===== src/common/can_xcvr_regs.svh =====
// Timing counts and mode field codes of the CAN transceiver mode logic
`ifndef CAN_XCVR_REGS_SVH
`define CAN_XCVR_REGS_SVH

`define CLK_PERIOD_NS 8
// Mode control field codes
`define MODE_FLD_OFF 2'h0
`define MODE_FLD_WAKE 2'h1
`define MODE_FLD_RXO 2'h2
`define MODE_FLD_NORM 2'h3
// Enabling delay, least time, rounded up
`define CAN_EN_NS 10000
`define CAN_EN_CYC ((`CAN_EN_NS + `CLK_PERIOD_NS - 1) / `CLK_PERIOD_NS)
// Transmit time-out, least time, rounded up
`define TXD_TO_NS 2000000
`define TXD_TO_CYC ((`TXD_TO_NS + `CLK_PERIOD_NS - 1) / `CLK_PERIOD_NS)
// Wake phase window: least rounded up, longest rounded down
`define WAKE_MIN_PHASE_NS 1000
`define WAKE_MIN_CYC ((`WAKE_MIN_PHASE_NS + `CLK_PERIOD_NS - 1) / `CLK_PERIOD_NS)
`define WAKE_MAX_PHASE_NS 4000
`define WAKE_MAX_CYC (`WAKE_MAX_PHASE_NS / `CLK_PERIOD_NS)
// Controller bit time in clock cycles
`define CTRL_BIT_DIV 125

`endif


===== src/common/can_xcvr_pkg.sv =====
// Types shared by both ends of the CAN transceiver link
package can_xcvr_pkg;
   typedef enum logic [2:0] {
      PM_NORMAL = 3'h0,
      PM_STOP = 3'h1,
      PM_SLEEP = 3'h2,
      PM_RESTART = 3'h3,
      PM_FAILSAFE = 3'h4,
      PM_INIT = 3'h5
   } power_mode_t;

   typedef enum logic [3:0] {
      XM_OFF = 4'h1,
      XM_WAKE = 4'h2,
      XM_RXO = 4'h4,
      XM_NORM = 4'h8
   } xcvr_mode_t;

   typedef enum logic [3:0] {
      WK_IDLE = 4'h1,
      WK_DOM1 = 4'h2,
      WK_REC = 4'h4,
      WK_DOM2 = 4'h8
   } wake_state_t;

   typedef enum logic [1:0] {
      SER_IDLE = 2'h1,
      SER_SHIFT = 2'h2
   } ser_state_t;
endpackage


===== src/common/can_link_if.sv =====
// Logic-level link between CAN controller and transceiver
`timescale 1ns/1ps
interface can_link_if;
   logic transmit_data_input;
   logic receive_data;
   modport dev (input transmit_data_input, output receive_data);
   modport ctrl (output transmit_data_input, input receive_data);
endinterface


===== src/logic/can_xcvr_dev.sv =====
// Transceiver end: mode control, enabling, time-out and wake detection
//
// Behaviour
// - Off after reset, selectable in every power mode except fail-safe
// - Off mode ignores bus wake activity
// - Off mode leaves bus pins undriven
// - Software mode writes select the transceiver mode
// - Normal mode enabled by write in normal power
// - Normal mode only in normal or stop power
// - Normal mode: low input drives dominant bus
// - Controller holds input high during enabling delay
// - Early low input returned high until delay ends
// - Low held through delay never transmitted
// - Receive output shows bus in normal and receive-only modes, low is dominant
// - Receive-only disables driver, keeps reception
// - Receive-only only in normal or stop power
// - Wake mode in stop/sleep/restart/normal, monitors bus
// - Fail-safe power forces wake-capable mode
// - Valid wake pattern raises wake event
// - Pattern dominant-recessive-dominant, phases within window
// - Wake holds receive low until mode changes
// - After wake, normal mode write takes effect
// - Mode field keeps reading 01 after wake
// - Re-arm by mode toggle or stop/fail-safe entry
// - Dominant time-out disables driver, sets failure
`timescale 1ns/1ps
`include "can_xcvr_regs.svh"

module can_xcvr_dev
   import can_xcvr_pkg::*;
#(
   parameter int unsigned EN_CYC = `CAN_EN_CYC,
   parameter int unsigned TXD_TO_CYC = `TXD_TO_CYC,
   parameter int unsigned WAKE_MIN_CYC = `WAKE_MIN_CYC,
   parameter int unsigned WAKE_MAX_CYC = `WAKE_MAX_CYC
)(
   input wire logic ref_clk_i,
   input wire logic rst_n_i,
   can_link_if.dev link,
   input wire power_mode_t power_mode_i,
   input wire logic mode_wr_i,
   input wire logic [1:0] mode_wdata_i,
   output logic [1:0] mode_rdata_o,
   input wire logic bus_dom_i,
   output logic bus_drv_o,
   output logic bus_oe_o,
   output logic bus_bias_o,
   output logic wake_o,
   output logic fail_o,
   input wire logic fail_clr_i
);
   localparam int unsigned EW = $clog2(EN_CYC + 1);
   localparam int unsigned TW = $clog2(TXD_TO_CYC + 1);
   localparam int unsigned WW = $clog2(WAKE_MAX_CYC + 2);

   function automatic xcvr_mode_t fld_to_mode(input logic [1:0] f);
      unique case (f)
         `MODE_FLD_OFF: fld_to_mode = XM_OFF;
         `MODE_FLD_WAKE: fld_to_mode = XM_WAKE;
         `MODE_FLD_RXO: fld_to_mode = XM_RXO;
         default: fld_to_mode = XM_NORM;
      endcase
   endfunction

   function automatic logic [1:0] mode_to_fld(input xcvr_mode_t m);
      unique case (m)
         XM_OFF: mode_to_fld = `MODE_FLD_OFF;
         XM_WAKE: mode_to_fld = `MODE_FLD_WAKE;
         XM_RXO: mode_to_fld = `MODE_FLD_RXO;
         default: mode_to_fld = `MODE_FLD_NORM;
      endcase
   endfunction

   function automatic logic active_pm(input power_mode_t p);
      active_pm = (p == PM_NORMAL) || (p == PM_STOP);
   endfunction

   function automatic logic mode_ok(input xcvr_mode_t m,
                                    input power_mode_t p);
      unique case (m)
         XM_OFF: mode_ok = 1'b1;
         XM_WAKE: mode_ok = (p != PM_INIT);
         XM_RXO: mode_ok = active_pm(p);
         default: mode_ok = (p == PM_NORMAL) || active_pm(p);
      endcase
   endfunction

   function automatic logic in_window(input logic [WW-1:0] c);
      in_window = (c >= WW'(WAKE_MIN_CYC)) && (c <= WW'(WAKE_MAX_CYC));
   endfunction

   xcvr_mode_t mode_r, mode_nxt;
   wake_state_t wk_r, wk_nxt;
   power_mode_t pm_r;
   logic [WW-1:0] wcnt_r, wcnt_nxt;
   logic [EW-1:0] en_r, en_nxt;
   logic [TW-1:0] to_r, to_nxt;
   logic bus_s1_r, bus_s2_r;
   logic armed_r, armed_nxt, woken_r, woken_nxt;
   logic txarm_r, txarm_nxt, tout_r, tout_nxt;
   logic fail_r, fail_nxt, wake_r, wake_nxt;
   logic rxd_r, rxd_nxt, drv_r, drv_nxt, oe_r, oe_nxt;
   logic bias_r, bias_nxt;
   logic txd, mode_chg, pm_rearm, wake_hit, drive_en, en_done;
   xcvr_mode_t req;

   assign txd = link.transmit_data_input;
   assign link.receive_data = rxd_r;
   assign mode_rdata_o = mode_to_fld(mode_r);
   assign bus_drv_o = drv_r;
   assign bus_oe_o = oe_r;
   assign bus_bias_o = bias_r;
   assign wake_o = wake_r;
   assign fail_o = fail_r;
   assign en_done = en_r == '0;

   // Bus receiver level comes from outside the clock domain
   always_ff @(posedge ref_clk_i or negedge rst_n_i) begin
      if (!rst_n_i) begin
         bus_s1_r <= 1'b0;
         bus_s2_r <= 1'b0;
      end else begin
         bus_s1_r <= bus_dom_i;
         bus_s2_r <= bus_s1_r;
      end
   end

   // Mode selection and wake arming
   always_comb begin
      req = fld_to_mode(mode_wdata_i);
      mode_nxt = mode_r;
      if (power_mode_i == PM_FAILSAFE) begin
         mode_nxt = XM_WAKE;
      end else if (mode_wr_i && mode_ok(req, power_mode_i)) begin
         mode_nxt = req;
      end else if (!active_pm(power_mode_i) &&
                   (mode_r == XM_NORM || mode_r == XM_RXO)) begin
         // Leaving normal/stop power: keep wake capability
         mode_nxt = XM_WAKE;
      end
      mode_chg = mode_nxt != mode_r;
      pm_rearm = (power_mode_i != pm_r) &&
                 (power_mode_i == PM_STOP || power_mode_i == PM_FAILSAFE);
      armed_nxt = armed_r;
      woken_nxt = woken_r;
      if (mode_chg) begin
         // On a mode change, only entry into wake mode arms detection
         armed_nxt = (mode_nxt == XM_WAKE);
         woken_nxt = 1'b0;
      end else if (pm_rearm) begin
         armed_nxt = 1'b1;
      end
      if (wake_hit && !mode_chg) begin
         woken_nxt = 1'b1;
         armed_nxt = 1'b0;
      end
   end

   // Wake pattern detector
   always_comb begin
      wk_nxt = wk_r;
      wcnt_nxt = (wcnt_r > WW'(WAKE_MAX_CYC)) ? wcnt_r : wcnt_r + WW'(1);
      wake_hit = 1'b0;
      if (mode_r != XM_WAKE || !armed_r) begin
         wk_nxt = WK_IDLE;
         wcnt_nxt = '0;
      end else if (wk_r != WK_IDLE && wcnt_r > WW'(WAKE_MAX_CYC)) begin
         wk_nxt = WK_IDLE;
      end else begin
         unique case (wk_r)
            WK_IDLE: begin
               if (bus_s2_r) begin
                  wk_nxt = WK_DOM1;
                  wcnt_nxt = WW'(1);
               end
            end
            WK_DOM1: begin
               if (!bus_s2_r) begin
                  wk_nxt = in_window(wcnt_r) ? WK_REC : WK_IDLE;
                  wcnt_nxt = WW'(1);
               end
            end
            WK_REC: begin
               if (bus_s2_r) begin
                  // Bad gap: this dominant may open a new pattern
                  wk_nxt = in_window(wcnt_r) ? WK_DOM2 : WK_DOM1;
                  wcnt_nxt = WW'(1);
               end
            end
            WK_DOM2: begin
               if (!bus_s2_r) begin
                  wake_hit = in_window(wcnt_r);
                  wk_nxt = WK_IDLE;
                  wcnt_nxt = '0;
               end
            end
         endcase
      end
   end

   // Enabling sequence, transmit time-out, pins and flags
   always_comb begin
      en_nxt = en_done ? en_r : en_r - EW'(1);
      txarm_nxt = txarm_r;
      if (mode_chg && mode_nxt == XM_NORM) begin
         en_nxt = EW'(EN_CYC);
         txarm_nxt = 1'b0;
      end else if (en_done && txd) begin
         // Low held across the delay is dropped until a new edge
         txarm_nxt = 1'b1;
      end
      drive_en = (mode_r == XM_NORM) && active_pm(power_mode_i) &&
                 en_done && txarm_r && !tout_r;
      to_nxt = '0;
      tout_nxt = tout_r;
      if (txd) begin
         tout_nxt = 1'b0;
      end else if (drive_en) begin
         to_nxt = to_r + TW'(1);
         if (to_r + TW'(1) >= TW'(TXD_TO_CYC)) begin
            tout_nxt = 1'b1;
         end
      end
      fail_nxt = fail_r;
      if (fail_clr_i) begin
         fail_nxt = 1'b0;
      end
      if (tout_nxt && !tout_r) begin
         fail_nxt = 1'b1;
      end
      oe_nxt = drive_en;
      drv_nxt = drive_en && !txd;
      bias_nxt = (mode_r == XM_NORM) || (mode_r == XM_RXO);
      unique case (mode_r)
         XM_OFF: rxd_nxt = 1'b1;
         XM_WAKE: rxd_nxt = !woken_r;
         default: rxd_nxt = !bus_s2_r;
      endcase
      wake_nxt = wake_hit && !mode_chg;
   end

   always_ff @(posedge ref_clk_i or negedge rst_n_i) begin
      if (!rst_n_i) begin
         mode_r <= XM_OFF;
         pm_r <= PM_INIT;
         wk_r <= WK_IDLE;
         wcnt_r <= '0;
         armed_r <= 1'b0;
         woken_r <= 1'b0;
         en_r <= '0;
         txarm_r <= 1'b0;
         to_r <= '0;
         tout_r <= 1'b0;
         fail_r <= 1'b0;
         wake_r <= 1'b0;
         rxd_r <= 1'b1;
         drv_r <= 1'b0;
         oe_r <= 1'b0;
         bias_r <= 1'b0;
      end else begin
         mode_r <= mode_nxt;
         pm_r <= power_mode_i;
         wk_r <= wk_nxt;
         wcnt_r <= wcnt_nxt;
         armed_r <= armed_nxt;
         woken_r <= woken_nxt;
         en_r <= en_nxt;
         txarm_r <= txarm_nxt;
         to_r <= to_nxt;
         tout_r <= tout_nxt;
         fail_r <= fail_nxt;
         wake_r <= wake_nxt;
         rxd_r <= rxd_nxt;
         drv_r <= drv_nxt;
         oe_r <= oe_nxt;
         bias_r <= bias_nxt;
      end
   end
endmodule // can_xcvr_dev


===== src/flat_wrapper.sv =====
// flat-port wrapper written by rule: the top's interface ports become plain ports
module can_xcvr_dev_flat import can_xcvr_pkg::*;
#(
   parameter int unsigned EN_CYC = `CAN_EN_CYC,
   parameter int unsigned TXD_TO_CYC = `TXD_TO_CYC,
   parameter int unsigned WAKE_MIN_CYC = `WAKE_MIN_CYC,
   parameter int unsigned WAKE_MAX_CYC = `WAKE_MAX_CYC
)
  (ref_clk_i, rst_n_i, power_mode_i, mode_wr_i, mode_wdata_i, mode_rdata_o, bus_dom_i, bus_drv_o, bus_oe_o, bus_bias_o, wake_o, fail_o, fail_clr_i, link_transmit_data_input, link_receive_data);
  can_link_if link_i ();
  input wire logic ref_clk_i;
  input wire logic rst_n_i;
  input wire power_mode_t power_mode_i;
  input wire logic mode_wr_i;
  input wire logic [1:0] mode_wdata_i;
  output logic [1:0] mode_rdata_o;
  input wire logic bus_dom_i;
  output logic bus_drv_o;
  output logic bus_oe_o;
  output logic bus_bias_o;
  output logic wake_o;
  output logic fail_o;
  input wire logic fail_clr_i;
  input wire logic [$bits(link_i.transmit_data_input)-1:0] link_transmit_data_input;
  output wire logic [$bits(link_i.receive_data)-1:0] link_receive_data;
  assign link_i.transmit_data_input = link_transmit_data_input;
  assign link_receive_data = link_i.receive_data;
  can_xcvr_dev #(.EN_CYC(EN_CYC), .TXD_TO_CYC(TXD_TO_CYC), .WAKE_MIN_CYC(WAKE_MIN_CYC), .WAKE_MAX_CYC(WAKE_MAX_CYC)) u_core (.ref_clk_i(ref_clk_i), .rst_n_i(rst_n_i), .link(link_i), .power_mode_i(power_mode_i), .mode_wr_i(mode_wr_i), .mode_wdata_i(mode_wdata_i), .mode_rdata_o(mode_rdata_o), .bus_dom_i(bus_dom_i), .bus_drv_o(bus_drv_o), .bus_oe_o(bus_oe_o), .bus_bias_o(bus_bias_o), .wake_o(wake_o), .fail_o(fail_o), .fail_clr_i(fail_clr_i));
endmodule

===== config.mk =====
export PLATFORM = sky130hd
export DESIGN_NAME = can_xcvr_dev_flat
export DESIGN_NICKNAME = d
export VERILOG_FILES = /design/src/common/can_xcvr_pkg.sv /design/src/common/can_link_if.sv /design/src/logic/can_xcvr_dev.sv /design/src/flat_wrapper.sv
export VERILOG_INCLUDE_DIRS = /design/src /design/src/common
export SDC_FILE = /design/constraint.sdc
export NUM_CORES = 1
export LEC_CHECK = 0
export BUFFER_PORTS_ARGS = -buffer_cell sky130_fd_sc_hd__buf_2
export CORE_MARGIN = 2
export CORE_UTILIZATION = 30
export DETAILED_ROUTE_END_ITERATION = 8
export PLACE_DENSITY = 0.46
export SLEW_MARGIN = 25
export SYNTH_ARGS = -nofsm -noshare
export SYNTH_HDL_FRONTEND = slang
export SYNTH_SLANG_ARGS = --single-unit

===== constraint.sdc =====
create_clock -name ref_clk_i -period 3.1 [get_ports ref_clk_i]
set_input_delay 0.62 -clock ref_clk_i [delete_from_list [all_inputs] [get_ports ref_clk_i]]
set_output_delay 0.62 -clock ref_clk_i [all_outputs]
set_load 0.03 [all_outputs]

# Word-level counts from Yosys, hierarchy flattened
# Index checks and enable logic that the tools add are counted.
[word_totals]
register_bits = 61
in_bits = 11
[classes]
addsub = 3
n_lt_le_gt_ge = 4
n_eq_ne = 27
n_mux = 44
n_reduce_logical = 35
[op_table]
columns = ["cell", "count"]
rows = [
  ["9-bit 2-to-1 mux", 6],
  ["4-bit 2-to-1 mux", 10],
  ["18-bit 2-to-1 mux", 2],
  ["9-bit one-hot mux with 3 select lines", 1],
  ["11-bit 2-to-1 mux", 2],
  ["18-bit by 1-bit adder with 18-bit output, second input constant", 1],
  ["18-bit >= comparator, second input constant", 1],
  ["1-bit 2-to-1 mux", 17],
  ["4-bit by 2-bit equality test with 1-bit output, second input constant", 4],
  ["4-bit one-hot mux with 4 select lines", 1],
  ["1-bit logical AND", 14],
  ["4-bit by 1-bit equality test with 1-bit output, second input constant", 3],
  ["4-bit by 3-bit equality test with 1-bit output, second input constant", 3],
  ["4-bit equality test, second input constant", 3],
  ["4-bit by 1-bit != test with 1-bit output, second input constant", 3],
  ["4-bit one-hot mux with 3 select lines", 1],
  ["11-bit logical NOT", 1],
  ["11-bit by 1-bit subtractor with 11-bit output, second input constant", 1],
  ["9-bit by 1-bit adder with 9-bit output, second input constant", 1],
  ["9-bit by 7-bit >= comparator with 1-bit output, second input constant", 1],
  ["9-bit > comparator, second input constant", 1],
  ["9-bit less-or-equal comparator, second input constant", 1],
  ["4-bit != test, second input constant", 2],
  ["1-bit logical NOT", 7],
  ["other kinds (20)", 26],
]

# Longest topological paths before layout
# Gate-level depths: netlist of the first run.
[depth]
depth_word = 12
depth_mapped = 9
ltp_nobuf = 8

# Worst setup path after synthesis of the first run
# No wires, ideal clock.
[synth_path]
kind = "register to register"
start = "register u_core.to_r[0]"
end = "register u_core.fail_r, in the netlist u_core.fail_o"
arrival_ns = 2.019
required_ns = 2.962
slack_ns = 0.942
path_stages_with_launch = 8
n_path_buf = 0
period_less_slack_ns = 2.158
path_cell_list = "dfrtp_1 -> ha_1 -> and4_1 -> nand4_1 -> mux2_2 -> o22a_1 -> o41ai_1 -> o21ai_0"
[synth_via]
elab_chain_cells = 7
[synth_rtl]
columns = ["element", "line", "text"]
rows = [
  ["from (decl)", "can_xcvr_dev.sv:97", "logic [TW-1:0] to_r, to_nxt;"],
  ["from (signal assigned)", "can_xcvr_dev.sv:269", "to_r <= to_nxt;"],
  ["18-bit by 1-bit adder with 18-bit output (*)", "can_xcvr_dev.sv:220", "if (to_r + TW'(1) >= TW'(TXD_TO_CYC)) begin"],
  ["18-bit >= comparator (*)", "can_xcvr_dev.sv:220", ""],
  ["1-bit 2-to-1 mux (*)", "can_xcvr_dev.sv:220", ""],
  ["1-bit 2-to-1 mux (*)", "can_xcvr_dev.sv:218", "end else if (drive_en) begin"],
  ["1-bit 2-to-1 mux (*)", "can_xcvr_dev.sv:216", "if (txd) begin"],
  ["1-bit logical AND (*)", "can_xcvr_dev.sv:228", "if (tout_nxt && !tout_r) begin"],
  ["1-bit 2-to-1 mux / 2-bit nonzero test (equally long branches)", "n/a", ""],
  ["to (signal assigned)", "can_xcvr_dev.sv:271", "fail_r <= fail_nxt;"],
  ["to (decl)", "can_xcvr_dev.sv:101", "logic fail_r, fail_nxt, wake_r, wake_nxt;"],
]
# Mark *: on every way between the ends. The rest lies on a longest branch, timed or not.
# A chain may end at the register's enable or synchronous reset.

# Final worst setup path of the first run
[layout_path]
start = "register u_core.to_r[0]"
end = "register u_core.tout_r"
[layout_via]
elab_chain_cells = 5
[layout_rtl]
columns = ["element", "line", "text"]
rows = [
  ["18-bit by 1-bit adder with 18-bit output", "can_xcvr_dev.sv:220", ""],
  ["18-bit >= comparator", "can_xcvr_dev.sv:220", ""],
  ["1-bit 2-to-1 mux", "can_xcvr_dev.sv:220", ""],
  ["1-bit 2-to-1 mux", "can_xcvr_dev.sv:218", ""],
  ["1-bit 2-to-1 mux", "can_xcvr_dev.sv:216", ""],
  ["via u_core.tout_nxt", "can_xcvr_dev.sv:100", "logic txarm_r, txarm_nxt, tout_r, tout_nxt;"],
  ["to (signal assigned)", "can_xcvr_dev.sv:270", "tout_r <= tout_nxt;"],
  ["to (decl)", "can_xcvr_dev.sv:100", ""],
]
# The timed path passes the listed nets, and every way through them passes these cells.

==> results of run 1 <==
==> cells by family after synthesis <==
| family | Yosys count |
|---|---|
| flops | 61 |
| buf+inv | 30 |
| fa+ha+maj | 6 |
| xor+xnor | 34 |
| mux | 6 |
| simple gates | 189 |
| compound gates | 58 |
==> layout make-up <==
class	instances	area, um^2
Fill cell	1167	7336
Clock inverter	3	17.52
Inverter	15	56.30
Sequential cell	61	1533
Timing Repair Buffer	22	120.1
Multi-Input combinational cell	293	1799
Tap cell	143	178.9
Clock buffer	13	280.3
==> how the worst min path moves through the flow <==
stage / to / depth (start not counted)
after global placement: u_core.bus_s2_r / 0
after detailed placement: u_core.bus_s2_r / 0
after floorplan: u_core.armed_r / 0
final: u_core.bus_s2_r / 0
after global routing: u_core.bus_s1_r / 1
after CTS: u_core.bus_s1_r / 1
==> synth_stat cells (5+ instances only) <==
master | number | area [um^2]
a21oi_1 | 18 | 90.09
and3_1 | 6 | 37.54
clkbuf_1 | 10 | 37.54
dfrtp_1 | 56 | 1401
dfstp_2 | 5 | 131.4
ha_1 | 6 | 75.07
inv_1 | 15 | 56.30
nand2_1 | 27 | 101.4
nand2b_1 | 8 | 50.05
nand3_1 | 18 | 90.09
nand4_1 | 12 | 75.07
nor2_1 | 64 | 240.2
nor3_1 | 10 | 50.05
nor4_1 | 9 | 56.30
o21ai_0 | 9 | 45.04
or3_1 | 9 | 56.30
xnor2_1 | 19 | 166.4
xor2_1 | 15 | 131.4
==> power by group <==
| group | leakage (uW) | switching (uW) | internal (uW) |
|---|---|---|---|
| sequential | 0.000794 | 117 | 903 |
| combinational | 0.000682 | 220 | 178 |
| clock | 0.000148 | 367 | 625 |
| total | 0.00162 | 703 | 1710 |
==> flip-flops by register name, summed over array words and instances (netlist names), 3 cells and up <==
| signal | cells |
|---|---|
| u_core.en_r | 11 |
| u_core.mode_r | 4 |
| u_core.pm_r | 3 |
| u_core.to_r | 18 |
| u_core.wcnt_r | 9 |
| u_core.wk_r | 4 |
==> cells in the final DEF, fill, tap and decap left out, drive strengths merged, types with 6 or more instances in the layout <==
master and instances:
o21ai 10, ha 6, a21oi 18, nand2 27
buf 22, nand2b 8, or3 9, nand3 19
clkbuf 13, nor2 64, nand4 12, inv 15
nor3 10, xor2 15, xnor2 19, dfrtp 56
nor4 9, and3 6
==> through the flow <==
stage,total power [uW],utilization,cells
2_1_floorplan,1320,-,384
3_3_place_gp,1430,0.3257,534
3_5_place_dp,1434,0.3257,534
4_1_cts,2444,0.3520,550
5_1_grt,2557,0.3520,550
6_report,2410,0.3520,550
==> routing by layer <==
| layer | routed length [um] | vias up |
|---|---|---|
| met4 | 125 | 0 |
| met1 | 3536 | 1310 |
| met2 | 3455 | 44 |
| met5 | 0 | - |
| met3 | 288 | 8 |
| li1 | - | 1384 |
==> results.json, run 1 <==
{
  "num_rows": 39,
  "yosysWarnings": 0,
  "syn_area_mm2": 0.003462,
  "root_buffer": "clkbuf_16",
  "crit_chain": "ha_1 > and4_1 > nand4_1 > mux2_2 > o22a_1 > o41ai_1 > o22ai_1",
  "synth_edf_count": 0,
  "io_pins": 19,
  "critPathMaxFanout": 6,
  "hp-start": "u_core.bus_s1_r",
  "crit_slowest_cell": "o41ai_1",
  "dpl_worst_slack_ns": 0.6358,
  "syn-mean-instance-area_um2": 9.016,
  "final-max-slew-violation-count": 0,
  "synth_async_sr_flop_share": 1.000,
  "crit_family": "compound AO/OA/AOI/OAI gates",
  "reg2reg_depth": 7,
  "ys_seq_area_frac": 0.4427,
  "ys_ff_latch": 61,
  "fp.dieArea_mm2": 0.01242,
  "die_h_um": 111.4,
  "setup_tns_ns": 0,
  "relSlewSlack": 0.4707,
  "hpwlAfterDp_mm": 5.036,
  "grt_max_degree": 62,
  "antenna-diode-count": 0,
  "antenna_found_initial": 0,
  "yosys.area_share.simple": 0.2790,
  "avgViaCountPerCell": 4.993,
  "port-buffer-count": 18,
  "hold_slack_ns": 0.3829,
  "placed_area_mm2": 0.003687,
  "path_class": "reg -> reg",
  "synthMuxAreaShare": 0.01843,
  "track_usage": 0.1298,
  "postCtsSetupRepairBufs": 0,
  "hp-class": "reg -> reg",
  "r2r-end": "u_core.tout_r",
  "regToRegSetupSlack_ns": 0.66,
  "first_pass_iters": 4,
  "critPathCaptureType": "flop",
  "min_period_ns": 2.442,
  "drc": 0,
  "worst_pin_slew_ns": 0.7939,
  "grt_pass1_vias": 2710,
  "crit_required_ns": 3.28,
  "synth-compound-area-share": 0.1146,
  "htree_levels": 3,
  "synth_fa_ha_area_frac": 0.02168,
  "timing.final.ws_setup_ns": 0.6575,
  "numClockSinks": 61,
  "syn2layout_area_growth_pct": 15.11,
  "antenna_left": 0,
  "cpPeakStageDelay_ns": 0.48,
  "ctsHoldBuffers": 0,
  "num_vias": 2746,
  "setup-violations-final": 0,
  "cts_tree": "built",
  "path_buf_inv": 0,
  "outcome": "finished, final reports clean",
  "max-cap-violations": 0,
  "synth_flop_cell": "dfrtp_1",
  "syn_inst": 384,
  "fin_crit_sh": 0.7879,
  "synth_nets": 401,
  "numCtsBuffers": 9,
  "core_area_mm2": 0.01132,
  "drive_above_1_share": 0.1425,
  "nets": 419,
  "avgRoutedWirePerCell_um": 13.47,
  "routed_wl_mm": 7.406,
  "grt_pass1_wl_mm": 13.05,
  "endpoint": "u_core.tout_r",
  "start_util": 0.3058,
  "grt.met1_usage": 0.1706,
  "fin_skew_ns": 0.006519,
  "grt_util_met3": 0.04300,
  "final_hold_viol_count": 0,
  "overflow": 0,
  "cts.path.max_buffers": 2,
  "drtIter0Drc": 180,
  "peakVddDrop_mv": 0.2696,
  "gp_congestion": 0.8904,
  "fp.dieW_um": 111.4,
  "max_freq_mhz": 409.4,
  "crit_arrival_ns": 2.62,
  "path_clk_slew_ns": 0.05,
  "rsz0062_at_grt": "no",
  "synth_xor_area_frac": 0.08601,
  "fin_area_mm2": 0.003985,
  "ys_types": 59,
  "powerDensity_mw_per_mm2": 604.8,
  "power_leakage_uw": 0.001623,
  "grt-busiest-layer": "met2",
  "crit_path_start": "u_core.to_r[0]",
  "cp_num_cells": 7,
  "synth_top_family_by_area": "simple AND/OR/NAND/NOR gates",
  "worst_setup_path_start_kind": "flop",
  "rr_startpoint": "u_core.to_r[0]",
  "ctsResizeCount": 0,
  "clock_latency_ns": 0.33,
  "met2_usage": 0.1967
}
Power figures use the tool's default switching activity.
==> run 2: changes to the inputs <==
Settings changed: PLACE_DENSITY 0.46 to 0.48.
Clock period 3.1 ns to 2.2 ns, I/O delays scaled along.
==> run 2 against run 1 <==
  * Sequential share of layout area down 2.8 points
  * Total power up 43%
  * Register-to-register slack worse by 0.53 ns
  * Critical endpoint is now u_core.wcnt_r[4]
  * Clock-buffer cell count down 1
  * Cell area up 7.8%
  * Hold slack worse by 0.32 ns
==> results.json, run 2 (same netlist as run 1, synthesis figures left out) <==
{
  "outcome": "finished, final reports clean",
  "p_clk_frac": 0.400,
  "critPathMaxFanout": 8,
  "postCtsSetupRepairBufs": 0,
  "cts.path.max_buffers": 2,
  "nets": 456,
  "gp_congestion": 0.8491,
  "drive_above_1_share": 0.2207,
  "num_rows": 39,
  "power.share.switching": 0.2808,
  "numClockSinks": 61,
  "fin_skew_ns": 0.006729,
  "setup-violations-final": 0,
  "peakVddDrop_mv": 0.4351,
  "timing.final.ws_setup_ns": 0.1311,
  "first_pass_iters": 4,
  "filler_cell_count": 1163,
  "pwr-share-seq": 0.409,
  "path_clk_slew_ns": 0.05,
  "reg_top3": "u_core.to_r x18, u_core.en_r x11, u_core.wcnt_r x9",
  "track_usage": 0.1303,
  "numCtsBuffers": 9,
  "drc": 0,
  "drtIter0Drc": 148,
  "antenna-diode-count": 0,
  "placed_area_mm2": 0.003978,
  "port-buffer-count": 18,
  "combPwrFrac": 0.191,
  "power.internal_uw": 2483,
  "max_freq_mhz": 483.4,
  "powerDensity_mw_per_mm2": 803.3,
  "hp-class": "in -> async",
  "die_h_um": 111.4,
  "min_period_ns": 2.069,
  "avgRoutedWirePerCell_um": 12.99,
  "routed_wl_mm": 7.628,
  "power_leakage_uw": 0.001817,
  "largest_reg_flops": 18,
  "register_area_mm2": 0.001533,
  "multi_input_area_mm2": 0.001826,
  "path_class": "reg -> reg",
  "worst_setup_path_start_kind": "flop",
  "syn2layout_area_growth_pct": 24.14,
  "relSlewSlack": 0.6746,
  "root_buffer": "clkbuf_16",
  "grt_max_degree": 45,
  "rsz0062_at_grt": "no",
  "final-max-slew-violation-count": 0,
  "p_switching_uw": 969.5,
  "fp.dieW_um": 111.4,
  "max-cap-violations": 0,
  "largest-register": "u_core.to_r",
  "cts_tree": "built",
  "final_cell_mix": "nor2_1 (64), dfrtp_1 (56), buf_4 (40)",
  "dpl_worst_slack_ns": -0.06666,
  "final_common_cell": "nor2_1",
  "power.total_uw": 3453,
  "utilization": 0.3796,
  "fin_area_mm2": 0.004298,
  "final_hold_viol_count": 0,
  "overflow": 0,
  "io_pins": 19,
  "core_area_mm2": 0.01132,
  "antenna_left": 0,
  "hpwlAfterDp_mm": 5.530,
  "crit_required_ns": 2.45,
  "antenna_found_initial": 0,
  "htree_levels": 3,
  "clock_latency_ns": 0.32,
  "grt_pass1_vias": 2907,
  "fin_crit_sh": 0.9404,
  "num_vias": 2941,
  "reg2reg_depth": 9,
  "start_util": 0.3058,
  "critPathCaptureType": "flop",
  "crit_arrival_ns": 2.31,
  "grt_pass1_wl_mm": 13.38,
  "worst_pin_slew_ns": 0.4818,
  "avgViaCountPerCell": 5.010,
  "fp.dieArea_mm2": 0.01242
}
==> run 2: timing repair <==
action,4_1_cts,5_1_grt
hold buffers,0,0
gates cloned,0,0
hold endpoints to repair,0,0
endpoints found under the setup margin,1,11
pin swaps,0,3
resized for setup,1,5
==> run 2: path summary, 6_finish.rpt <==
path | startpoint | endpoint | slack [ns]
worst max-delay path | u_core.wcnt_r[0] | u_core.wcnt_r[4] | 0.13
worst min register to register | u_core.bus_s1_r | u_core.bus_s2_r | 0.34
max in group asynchronous | rst_n_i | u_core.to_r[17] | 1.56
min in group ref_clk_i | bus_dom_i | u_core.bus_s1_r | 0.23
worst min-delay path | rst_n_i | u_core.wcnt_r[0] | 0.06
worst max register to register | u_core.wcnt_r[0] | u_core.wcnt_r[4] | 0.13
==> run 2: layout make-up <==
type	count	area share
Multi-Input combinational cell	293	0.4247
Sequential cell	61	0.3566
Timing Repair Buffer	59	0.09549
Clock buffer	12	0.05735
Tap cell	143	0.04163
Inverter	15	0.01310
Clock inverter	4	0.01106
==> run 2: metal layers <==
metal,part of all wire,GRT usage,vias to the layer above
li1,-,-,1469
met1,0.49,0.1676,1424
met2,0.47,0.2098,41
met3,0.031,0.03919,7
met4,0.0066,0.04527,0
met5,0,0,-
==> run 2: power by group through the flow <==
stage                     clock network, uW  logic, uW  registers [uW]
after floorplan                           0        460            1400
after global placement                    0        649            1430
after detailed placement                  0        667            1430
after CTS                              1430        669            1410
after global routing                   1480        755            1430
final                                  1380        658            1410
==> run 2: worst max-delay path, stage by stage, from the launching register on <==
cell and delay, ns:
dfrtp_1 0.36, inv_1 0.07, ha_1 0.21, nand3_1 0.10, a21oi_2 0.07, buf_4 0.15, or2_2 0.31, buf_4 0.17
a221o_2 0.41, nor2_1 0.14
==> run 2: through the flow <==
step                      TNS (ns)  hold slack [ns]  std cells
after floorplan                  0           0.1444        384
after global placement     -0.1538           0.3416        571
after detailed placement   -0.7012           0.3358        571
after CTS                        0          0.06006        587
after global routing             0          0.08767        587
final                            0          0.06022        587
